<file path="src/hw/hssc_pkg.sv">
package hssc_pkg;

  // Clock and filter timing
  localparam int CLK_MHZ          = 125;
  localparam int OC_FILT_NS       = 16000;
  localparam int OC_FILT_CYC      = OC_FILT_NS * CLK_MHZ / 1000;
  localparam int OL_FILT_NS       = 64000;
  localparam int OL_FILT_CYC      = OL_FILT_NS * CLK_MHZ / 1000;

  // PWM: 256 steps per period; 200 Hz = 5000 us, 400 Hz = 2500 us
  localparam int PWM_STEPS        = 256;
  localparam int PWM_SLOW_US      = 5000;
  localparam int PWM_FAST_US      = 2500;
  localparam logic [11:0] PWM_SLOW_STEP_CYC =
    12'(PWM_SLOW_US * CLK_MHZ / PWM_STEPS);
  localparam logic [11:0] PWM_FAST_STEP_CYC =
    12'(PWM_FAST_US * CLK_MHZ / PWM_STEPS);

  // Register byte offsets
  localparam logic [7:0] OFF_CTRL_A   = 8'h00;
  localparam logic [7:0] OFF_CTRL_B   = 8'h04;
  localparam logic [7:0] OFF_SUP_CFG  = 8'h08;
  localparam logic [7:0] OFF_DUTY1    = 8'h0c;
  localparam logic [7:0] OFF_DUTY2    = 8'h10;
  localparam logic [7:0] OFF_FREQ     = 8'h14;
  localparam logic [7:0] OFF_OC_STAT  = 8'h18;
  localparam logic [7:0] OFF_OL_STAT  = 8'h1c;
  localparam logic [7:0] OFF_SUP_STAT = 8'h20;
  localparam logic [7:0] OFF_STATE    = 8'h24;

  // Field positions
  localparam int CTRL_LO_POS      = 0;
  localparam int CTRL_HI_POS      = 4;
  localparam int SUP_OV_EN_BIT    = 0;
  localparam int SUP_UV_EN_BIT    = 1;
  localparam int SUP_REC_EN_BIT   = 2;
  localparam int SUP_OV_FLAG_BIT  = 0;
  localparam int SUP_UV_FLAG_BIT  = 1;
  localparam int STATE_FAULT_BIT  = 4;
  localparam int STATE_LOCK_BIT   = 5;

  // Reset values
  localparam logic [2:0] SUP_CFG_RST = 3'h3;
  localparam logic [7:0] DUTY_RST    = 8'h00;

  // Channel source codes
  localparam logic [2:0] CFG_OFF  = 3'h0;
  localparam logic [2:0] CFG_ON   = 3'h1;
  localparam logic [2:0] CFG_TMR1 = 3'h2;
  localparam logic [2:0] CFG_TMR2 = 3'h3;
  localparam logic [2:0] CFG_PWM1 = 3'h4;
  localparam logic [2:0] CFG_PWM2 = 3'h5;

  localparam logic [1:0] RESP_OKAY   = 2'h0;
  localparam logic [1:0] RESP_SLVERR = 2'h2;

  typedef enum logic [2:0] {
    MODE_NORMAL,
    MODE_STOP,
    MODE_SLEEP,
    MODE_RESTART,
    MODE_FAILSAFE
  } hssc_mode_t;

endpackage : hssc_pkg

</file>
<file path="src/hw/hssc_top.sv">
// What this block does
// - Output setup is writable only in Normal mode; locked in Stop/Sleep.
// - Entering Restart or Fail-Safe forces all four outputs off.
// - Enabled supply overvoltage turns outputs off until it clears.
// - Enabled supply undervoltage turns outputs off until it clears.
// - Without recovery enable, outputs stay off and control fields clear.
// - Supply faults set only their own supply status bit.
// - Overcurrent lasting the 16 us filter switches the output off.
// - Overcurrent shutdown sets channel flag and clears its field to 000.
// - Overcurrent flags are sticky; only the controller clears them.
// - Undercurrent lasting 64 us while on sets open-load flag; output stays.
// - Open-load flags stay set until cleared by a register write.
// - Outputs and all protections keep working in Stop and Sleep.
// - Outputs forced off by Restart/Fail-Safe can be re-enabled by write.
// - Two PWM generators, each with its own 8-bit duty register.
// - Each generator selects 200 Hz or 400 Hz independently.
// - PWM appears at once when a channel is assigned to a generator.
// - Each output follows one source: on bit, timer 1/2, PWM 1/2.
`timescale 1ns/1ps

module hssc_top #(
  parameter int P_OL_FILT_CYC = hssc_pkg::OL_FILT_CYC
) (
  input  wire logic               i_clk,
  input  wire logic               i_rst_n,
  input  wire hssc_pkg::hssc_mode_t i_dev_mode,
  input  wire logic               i_supply_ov,
  input  wire logic               i_supply_uv,
  input  wire logic [3:0]         i_overcurrent,
  input  wire logic [3:0]         i_undercurrent,
  input  wire logic               i_timer1,
  input  wire logic               i_timer2,
  output logic [3:0]              o_switched_output,
  input  wire logic [7:0]         i_s_axi_awaddr,
  input  wire logic               i_s_axi_awvalid,
  output logic                    o_s_axi_awready,
  input  wire logic [31:0]        i_s_axi_wdata,
  input  wire logic [3:0]         i_s_axi_wstrb,
  input  wire logic               i_s_axi_wvalid,
  output logic                    o_s_axi_wready,
  output logic [1:0]              o_s_axi_bresp,
  output logic                    o_s_axi_bvalid,
  input  wire logic               i_s_axi_bready,
  input  wire logic [7:0]         i_s_axi_araddr,
  input  wire logic               i_s_axi_arvalid,
  output logic                    o_s_axi_arready,
  output logic [31:0]             o_s_axi_rdata,
  output logic [1:0]              o_s_axi_rresp,
  output logic                    o_s_axi_rvalid,
  input  wire logic               i_s_axi_rready
);

  typedef struct packed {
    logic [1:0]        ov_s;
    logic [1:0]        uv_s;
    logic [1:0][3:0]   oc_s;
    logic [1:0][3:0]   uc_s;
    logic [3:0][2:0]   cfg;
    logic [2:0]        sup_cfg;
    logic [1:0][7:0]   duty;
    logic [1:0]        freq_fast;
    logic [1:0][11:0]  pre;
    logic [1:0][7:0]   step;
    logic [1:0]        pwm_out;
    logic [3:0][10:0]  oc_cnt;
    logic [3:0][12:0]  ol_cnt;
    logic [3:0]        oc_flag;
    logic [3:0]        ol_flag;
    logic [1:0]        sup_flag;
    logic              fault_q;
    logic [3:0]        out;
    logic              aw_got;
    logic [7:0]        waddr;
    logic              w_got;
    logic [31:0]       wdata;
    logic [3:0]        wstrb;
    logic              awrdy;
    logic              wrdy;
    logic              bvalid;
    logic [1:0]        bresp;
    logic              arrdy;
    logic              rvalid;
    logic [31:0]       rdata;
    logic [1:0]        rresp;
  } hssc_state_t;

  hssc_state_t r;
  hssc_state_t n;

  logic [10:0] oc_lim;
  logic [12:0] ol_lim;
  logic        normal;
  logic        forced;
  logic        fault;
  logic        src;
  logic        wipe;
  logic [11:0] step_lim;
  logic [3:0]  oc_clr;
  logic [3:0]  ol_clr;
  logic [1:0]  sup_clr;
  logic [7:0]  raddr;

  assign oc_lim = 11'(hssc_pkg::OC_FILT_CYC - 1);
  assign ol_lim = 13'(P_OL_FILT_CYC - 1);

  always_comb
  begin
    n       = r;
    src     = 1'b0;
    step_lim = hssc_pkg::PWM_SLOW_STEP_CYC;
    oc_clr  = 4'h0;
    ol_clr  = 4'h0;
    sup_clr = 2'h0;
    raddr   = i_s_axi_araddr;

    // Two-stage synchronisers for the analog comparator indications
    n.ov_s = {r.ov_s[0], i_supply_ov};
    n.uv_s = {r.uv_s[0], i_supply_uv};
    n.oc_s = {r.oc_s[0], i_overcurrent};
    n.uc_s = {r.uc_s[0], i_undercurrent};

    normal = (i_dev_mode == hssc_pkg::MODE_NORMAL);
    forced = (i_dev_mode == hssc_pkg::MODE_RESTART) ||
             (i_dev_mode == hssc_pkg::MODE_FAILSAFE);

    // Bus write: address and data may arrive in either order
    if (i_s_axi_awvalid && r.awrdy)
    begin
      n.aw_got = 1'b1;
      n.waddr  = i_s_axi_awaddr;
    end
    if (i_s_axi_wvalid && r.wrdy)
    begin
      n.w_got = 1'b1;
      n.wdata = i_s_axi_wdata;
      n.wstrb = i_s_axi_wstrb;
    end
    if (r.bvalid && i_s_axi_bready)
      n.bvalid = 1'b0;

    if (r.aw_got && r.w_got && !r.bvalid)
    begin
      n.aw_got = 1'b0;
      n.w_got  = 1'b0;
      n.bvalid = 1'b1;
      n.bresp  = hssc_pkg::RESP_OKAY;
      // Setup writes outside Normal are dropped but still answered OKAY
      if (r.waddr == hssc_pkg::OFF_CTRL_A)
      begin
        if (normal && r.wstrb[0])
        begin
          n.cfg[0] = r.wdata[hssc_pkg::CTRL_LO_POS +: 3];
          n.cfg[1] = r.wdata[hssc_pkg::CTRL_HI_POS +: 3];
        end
      end
      else if (r.waddr == hssc_pkg::OFF_CTRL_B)
      begin
        if (normal && r.wstrb[0])
        begin
          n.cfg[2] = r.wdata[hssc_pkg::CTRL_LO_POS +: 3];
          n.cfg[3] = r.wdata[hssc_pkg::CTRL_HI_POS +: 3];
        end
      end
      else if (r.waddr == hssc_pkg::OFF_SUP_CFG)
      begin
        if (normal && r.wstrb[0])
          n.sup_cfg = r.wdata[2:0];
      end
      else if (r.waddr == hssc_pkg::OFF_DUTY1)
      begin
        if (normal && r.wstrb[0])
          n.duty[0] = r.wdata[7:0];
      end
      else if (r.waddr == hssc_pkg::OFF_DUTY2)
      begin
        if (normal && r.wstrb[0])
          n.duty[1] = r.wdata[7:0];
      end
      else if (r.waddr == hssc_pkg::OFF_FREQ)
      begin
        if (normal && r.wstrb[0])
          n.freq_fast = r.wdata[1:0];
      end
      else if (r.waddr == hssc_pkg::OFF_OC_STAT)
      begin
        if (r.wstrb[0])
          oc_clr = r.wdata[3:0];
      end
      else if (r.waddr == hssc_pkg::OFF_OL_STAT)
      begin
        if (r.wstrb[0])
          ol_clr = r.wdata[3:0];
      end
      else if (r.waddr == hssc_pkg::OFF_SUP_STAT)
      begin
        if (r.wstrb[0])
          sup_clr = r.wdata[1:0];
      end
      else if (r.waddr != hssc_pkg::OFF_STATE)
        n.bresp = hssc_pkg::RESP_SLVERR;
    end

    // PWM generators run free so an assignment shows PWM at once
    for (int g = 0; g < 2; g++)
    begin
      step_lim = r.freq_fast[g] ? hssc_pkg::PWM_FAST_STEP_CYC
                                : hssc_pkg::PWM_SLOW_STEP_CYC;
      if (r.pre[g] >= step_lim - 12'h001)
      begin
        n.pre[g]  = 12'h000;
        n.step[g] = r.step[g] + 8'h01;
      end
      else
        n.pre[g] = r.pre[g] + 12'h001;
      n.pwm_out[g] = (r.step[g] < r.duty[g]);
    end

    // Supply faults; events flag only their own bit, set wins over clear
    fault = (r.ov_s[1] && r.sup_cfg[hssc_pkg::SUP_OV_EN_BIT]) ||
            (r.uv_s[1] && r.sup_cfg[hssc_pkg::SUP_UV_EN_BIT]);
    n.fault_q = fault;
    n.sup_flag[hssc_pkg::SUP_OV_FLAG_BIT] =
      (r.sup_flag[hssc_pkg::SUP_OV_FLAG_BIT] &&
       !sup_clr[hssc_pkg::SUP_OV_FLAG_BIT]) || r.ov_s[1];
    n.sup_flag[hssc_pkg::SUP_UV_FLAG_BIT] =
      (r.sup_flag[hssc_pkg::SUP_UV_FLAG_BIT] &&
       !sup_clr[hssc_pkg::SUP_UV_FLAG_BIT]) || r.uv_s[1];
    // Outputs are held off in the clearing cycle too, else the old
    // setup would pulse them once after the fault goes away
    wipe = r.fault_q && !fault && !r.sup_cfg[hssc_pkg::SUP_REC_EN_BIT];
    if (wipe)
      n.cfg = '0;

    for (int i = 0; i < 4; i++)
    begin
      // Filters only count a continuous indication on a driven output
      if (r.oc_s[1][i] && r.out[i])
      begin
        if (r.oc_cnt[i] >= oc_lim)
        begin
          n.oc_cnt[i] = '0;
          n.cfg[i]    = hssc_pkg::CFG_OFF;
        end
        else
          n.oc_cnt[i] = r.oc_cnt[i] + 11'h001;
      end
      else
        n.oc_cnt[i] = '0;
      n.oc_flag[i] = (r.oc_flag[i] && !oc_clr[i]) ||
                     (r.oc_s[1][i] && r.out[i] &&
                      r.oc_cnt[i] >= oc_lim);

      if (r.uc_s[1][i] && r.out[i])
      begin
        if (r.ol_cnt[i] < ol_lim)
          n.ol_cnt[i] = r.ol_cnt[i] + 13'h0001;
      end
      else
        n.ol_cnt[i] = '0;
      n.ol_flag[i] = (r.ol_flag[i] && !ol_clr[i]) ||
                     (r.uc_s[1][i] && r.out[i] &&
                      r.ol_cnt[i] >= ol_lim);
    end

    // Restart/Fail-Safe wipes the setup; Normal writes can restore it
    if (forced)
      n.cfg = '0;

    for (int i = 0; i < 4; i++)
    begin
      case (r.cfg[i])
        hssc_pkg::CFG_ON:   src = 1'b1;
        hssc_pkg::CFG_TMR1: src = i_timer1;
        hssc_pkg::CFG_TMR2: src = i_timer2;
        hssc_pkg::CFG_PWM1: src = r.pwm_out[0];
        hssc_pkg::CFG_PWM2: src = r.pwm_out[1];
        default:            src = 1'b0;
      endcase
      // Stop and Sleep keep driving; only faults and forced modes gate
      n.out[i] = src && !fault && !forced && !wipe;
    end

    // Bus read, one outstanding
    if (r.rvalid && i_s_axi_rready)
      n.rvalid = 1'b0;
    if (i_s_axi_arvalid && r.arrdy)
    begin
      n.rvalid = 1'b1;
      n.rresp  = hssc_pkg::RESP_OKAY;
      n.rdata  = 32'h0000_0000;
      if (raddr == hssc_pkg::OFF_CTRL_A)
        n.rdata[6:0] = {r.cfg[1], 1'b0, r.cfg[0]};
      else if (raddr == hssc_pkg::OFF_CTRL_B)
        n.rdata[6:0] = {r.cfg[3], 1'b0, r.cfg[2]};
      else if (raddr == hssc_pkg::OFF_SUP_CFG)
        n.rdata[2:0] = r.sup_cfg;
      else if (raddr == hssc_pkg::OFF_DUTY1)
        n.rdata[7:0] = r.duty[0];
      else if (raddr == hssc_pkg::OFF_DUTY2)
        n.rdata[7:0] = r.duty[1];
      else if (raddr == hssc_pkg::OFF_FREQ)
        n.rdata[1:0] = r.freq_fast;
      else if (raddr == hssc_pkg::OFF_OC_STAT)
        n.rdata[3:0] = r.oc_flag;
      else if (raddr == hssc_pkg::OFF_OL_STAT)
        n.rdata[3:0] = r.ol_flag;
      else if (raddr == hssc_pkg::OFF_SUP_STAT)
        n.rdata[1:0] = r.sup_flag;
      else if (raddr == hssc_pkg::OFF_STATE)
      begin
        n.rdata[3:0] = r.out;
        n.rdata[hssc_pkg::STATE_FAULT_BIT] = r.fault_q;
        n.rdata[hssc_pkg::STATE_LOCK_BIT]  = !normal;
      end
      else
        n.rresp = hssc_pkg::RESP_SLVERR;
    end

    n.awrdy = !n.aw_got && !n.bvalid;
    n.wrdy  = !n.w_got && !n.bvalid;
    n.arrdy = !n.rvalid;
  end

  always_ff @(posedge i_clk or negedge i_rst_n)
  begin
    if (!i_rst_n)
    begin
      r         <= '0;
      r.sup_cfg <= hssc_pkg::SUP_CFG_RST;
      r.duty    <= {hssc_pkg::DUTY_RST, hssc_pkg::DUTY_RST};
      r.awrdy   <= 1'b1;
      r.wrdy    <= 1'b1;
      r.arrdy   <= 1'b1;
    end
    else
      r <= n;
  end

  assign o_switched_output = r.out;
  assign o_s_axi_awready   = r.awrdy;
  assign o_s_axi_wready    = r.wrdy;
  assign o_s_axi_bresp     = r.bresp;
  assign o_s_axi_bvalid    = r.bvalid;
  assign o_s_axi_arready   = r.arrdy;
  assign o_s_axi_rdata     = r.rdata;
  assign o_s_axi_rresp     = r.rresp;
  assign o_s_axi_rvalid    = r.rvalid;

endmodule : hssc_top

</file>
<file path="config.mk">
export PLATFORM = sky130hd
export DESIGN_NAME = hssc_top
export DESIGN_NICKNAME = d
export VERILOG_FILES = /design/src/hw/hssc_pkg.sv /design/src/hw/hssc_top.sv
export SDC_FILE = /design/constraint.sdc
export NUM_CORES = 1
export LEC_CHECK = 0
export ABC_CLOCK_PERIOD_IN_PS = 2400
export BUFFER_PORTS_ARGS = -buffer_cell sky130_fd_sc_hd__buf_2
export CORE_MARGIN = 4
export CORE_UTILIZATION = 50
export CTS_CLUSTER_SIZE = 28
export DETAILED_ROUTE_END_ITERATION = 7
export PLACE_DENSITY = 0.83
export SETUP_SLACK_MARGIN = 0.05
export SYNTH_ARGS = -nofsm -noshare
export SYNTH_HDL_FRONTEND = slang
export SYNTH_SLANG_ARGS = --single-unit
export TNS_END_PERCENT = 10
</file>
<file path="constraint.sdc">
create_clock -name i_clk -period 2.4 [get_ports i_clk]
set_clock_uncertainty 0.2 [all_clocks]
set_input_delay 0 -clock i_clk [delete_from_list [all_inputs] [get_ports i_clk]]
set_output_delay 0 -clock i_clk [all_outputs]
set_load 0.03 [all_outputs]
</file>
# Word-level counts from Yosys, hierarchy flattened
# Cells that the tools add are included.
[word_totals] register_bits=269 latch_bits=0 mem_bits_rw=0 rom_bits=0 in_bits=74 word_cells=363 n_memories=0
[classes] n_addsub=14 multipliers=0 n_div=0 magnitude_cmp=16 eq_ne=44 shift=0 n_mux=148 n_bitwise=5 n_reduce_logical=91
[op_table] cell="4-bit 2-to-1 mux" count=31
[op_table] cell="13-bit 2-to-1 mux" count=8
[op_table] cell="6-bit 2-to-1 mux" count=17
[op_table] cell="11-bit 2-to-1 mux" count=8
[op_table] cell="2-bit 2-to-1 mux" count=40
[op_table] cell="12-bit 2-to-1 mux" count=6
[op_table] cell="8-bit by 5-bit equality test with 1-bit output, second input constant" count=8
[op_table] cell="13-bit by 1-bit adder with 13-bit output, second input constant" count=4
[op_table] cell="13-bit >= comparator, second input constant" count=4
[op_table] cell="1-bit logical AND" count=52
[op_table] cell="13-bit less-than comparator, second input constant" count=4
[op_table] cell="8-bit 2-to-1 mux" count=6
[op_table] cell="11-bit by 1-bit adder with 11-bit output, second input constant" count=4
[op_table] cell="11-bit >= comparator, second input constant" count=4
[op_table] cell="21-bit 2-to-1 mux" count=2
[op_table] cell="37-bit 2-to-1 mux" count=1
[op_table] cell="3-bit 2-to-1 mux" count=12
[op_table] cell="35-bit 2-to-1 mux" count=1
[op_table] cell="33-bit 2-to-1 mux" count=1
[op_table] cell="8-bit by 4-bit equality test with 1-bit output, second input constant" count=4
[op_table] cell="3-bit by 2-bit equality test with 1-bit output, second input constant" count=9
[op_table] cell="3-bit equality test, second input constant" count=9
[op_table] cell="12-bit by 1-bit adder with 12-bit output, second input constant" count=2
[op_table] cell="8-bit by 6-bit equality test with 1-bit output, second input constant" count=3
[op_table] cell="23 further kinds" count=78

# Longest topological paths before layout
[logic_depth] word_depth=33 mapped_depth=9

# Worst setup path before layout
# OpenSTA, ideal clock, no wires.
[synth_timing] path_kind="reg2reg" from="register r, in the netlist o_s_axi_bvalid" to="register r[268] (netlist bit)" arrival_ns=2.019 required_ns=2.070 setup_slack_ns=0.051 stages_incl_launch_ff=9 path_buffers=2 path_cell_list="dfrtp_1 > and3b_1 > buf_4 > nand3_2 > or3_4 > or3b_1 > buf_6 > mux2i_1 > nor2_1"
[synth_lines] item="start, declared" line="hssc_top.sv:87" rtl="hssc_state_t r;"
[synth_lines] item="start signal, assigned" line="hssc_top.sv:336" rtl="r <= n;"

==> metrics.yaml <==
outcome: "completed"
syn_inst: 1163
crit_buf_inv: 0
cp-start-kind: "flip-flop"
cts_tree: "built"
antenna_found_initial: 0
synth_most_common_cell: "dfrtp_1"
setup_violations: 0
htreeDepth: 1
yosysWarningCount: 0
cap_viol_max_count: 0
fill_cells: 1783
ant_nets: 0
synth.area.top_cells: "dfrtp_1 (50%), nor2_1 (5.4%), xor2_1 (4.5%)"
grt_overflow: 0
grt_pass1_vias: 9396
drtPass1Iterations: 7
crit_fanout: 6
ios: 119
crit_path_end_kind: "flip-flop"
gp_congestion: 0.920
start_util: 0.514
critPathMaxStageDelay_ns: 0.48
worstSetupPathType: "reg -> reg"
num_vias: 9200
synth_area_per_cell_um2: 10.1
drc: 0
num_rows: 55
finalHoldViolCount: 0
multiInputGateArea_um2: 5300
synth_edf_count: 0
ys_types: 67
register_area_um2: 6010
synth_common_cells: "dfrtp_1 (235), nor2_1 (170), nand2_1 (106)"
holdWs_ns: 0.0676
dp_hpwl_um: 18100
path_clk_slew_ns: 0.06
yosys.area.top_type_share: 0.500
fin_crit_sh: 0.967
dr.first_iter.drc_count: 922
die-area_um2: 26000
core_area_um2: 22800
syn_area_um2: 11800
clk_latency_ns: 0.53
crit_arrival_ns: 2.52
p_per_area_nw_per_um2: 691
grt_pass1_wl_um: 46900
ys_seq_elements: 240
drive_gt1_frac: 0.137
period_needed_ns: 2.32
wirelength_um: 28500
synth_area_leader_cell: "dfrtp_1"
die_height_um: 161
root_buffer: "clkbuf_16"
nets: 1422
track_usage: 0.216
rsz0062_at_grt: "true"
p_leak_nw: 6.42
routed_via_density: 5.62
wire_per_inst_um: 17.4
async_flop_share: 1.00
crit_slowest_cell: "or3b_4"
fmax_ghz: 0.431
area_growth_syn_to_layout_pct: 18.8
cp_top_family: "simple AND/OR/NAND/NOR gates"
cts.sinks: 240
synth_seq_area_share: 0.512
final_max_slew_viol_count: 0
path_cells: "nor4_4 -> nand2b_2 -> or3_4 -> or3b_4 -> mux2i_1 -> nor2_1"
tightest_slew_ns: 0.767
clockBufferDepth: 3
yosys_most_used_dff: "dfrtp_1"
antennaDiodeCount: 0
grt_start_max_net_pins: 74
slew_headroom: 0.485
min_path_type: "in -> reg"
die_x_um: 161
cts_made_buffers: 25
io_buffers: 65
crit_required_ns: 2.60
power_mw: 9.65
irDropWorstVdd_v: 0.000580
power breakdown:
part | internal, mW | switching (mW) | total, mW | leakage, nW
clock network | 2.20 | 1.56 | 3.76 | 0.389
logic | 0.610 | 0.585 | 1.19 | 2.92
registers | 4.29 | 0.404 | 4.70 | 3.11
total | 7.10 | 2.55 | 9.65 | 6.42
cells in the final DEF (no fill, tap or decap), types with 26 or more instances in the layout:
cell type	count
xor2_1	60
xnor2_1	43
dfrtp_1	234
nand2_1	106
dlygate4sd3_1	77
nand3_1	47
inv_1	43
buf_2	64
nor2_1	170
nand4_1	37
conb_1	26
o21ai_0	49
ha_1	40
mux2_2	28
worst reg2reg max path, delay by kind of cell, from the launching register on:
family           cells  cell delay, ns
multiplexers         1            0.18
flip-flops           1            0.42
AND/OR/NAND/NOR      5            1.38
metrics by stage:
step / setup WS [ns] / cell area (um2) / util / setup TNS [ns] / std cells
6_report: 0.0782 / 14000 / 0.611 / 0 / 1637
3_5_place_dp: -0.0651 / 12300 / 0.539 / -0.262 / 1515
5_1_grt: -0.0405 / 14000 / 0.611 / -0.155 / 1637
3_3_place_gp: 0.0829 / 12300 / 0.539 / 0 / 1515
2_1_floorplan: 0.0512 / 11800 / - / 0 / 1188
4_1_cts: 0.0565 / 13900 / 0.608 / 0 / 1635
metal layers:
layer	wire [um]	global-route usage	up-vias
met5	0	0	-
met4	1010	0.0690	0
met3	2110	0.0426	91
met2	13900	0.370	384
met1	11500	0.278	4474
li1	-	-	4251
cells by family (layout without fill, tap and decap cells):
kind of cell    after synthesis  in the layout  synth area share
compound gates              159            159            0.0876
xor+xnor                    103            103            0.0768
fa+ha+maj                    40             40            0.0426
buf+inv                     115            251            0.0509
flops                       240            240             0.512
mux                          51             51            0.0464
other cells                   1             26          0.000319
simple gates                454            454             0.184
final timing paths:
kind,start,to,slack (ns),cells after the start
worst max-delay path,r[78]$_DFFE_PN0P_,r[268]$_DFF_PN0_,0.08,6
worst min-delay path,i_s_axi_araddr[7],o_s_axi_rdata[3]$_DFFE_PN0P_,0.07,7
worst max register to register,r[78]$_DFFE_PN0P_,r[268]$_DFF_PN0_,0.08,6
worst min register to register,n[277]$_DFF_PN0_,r[277]$_DFF_PN0_,0.15,0
max in group asynchronous,i_rst_n,r[259]$_DFFE_PN1P_,0.80,4
min in group asynchronous,i_rst_n,r[81]$_DFFE_PN0P_,0.36,3
layout make-up:
class / count / area share
clock buffers: 37 / 0.0523
clock inverters: 6 / 0.00439
inverters: 43 / 0.0116
multi-input cells: 833 / 0.380
flip-flops and latches: 240 / 0.431
well taps: 313 / 0.0280
repair buffers: 165 / 0.0934
sequential cells by signal, indices dropped and copies added (netlist names):
| signal | count |
|---|---|
| o_s_axi_rresp | 1 |
| o_s_axi_arready | 1 |
| o_s_axi_rdata | 8 |
| o_s_axi_bresp | 1 |
| o_s_axi_wready | 1 |
| o_s_axi_bvalid | 1 |
| o_s_axi_awready | 1 |
| r | 211 |
| n | 10 |
| o_s_axi_rvalid | 1 |
| o_switched_output | 4 |
timing repair:
action / in CTS / in global routing
gates resized for setup: 4 / 12
hold buffers: 77 / 0
pin swaps: 0 / 5
endpoints found under the setup margin: 52 / 77
endpoints found under the hold margin: 290 / 0
buffers inserted: 0 / 2
(Power assumes the default switching activity.)
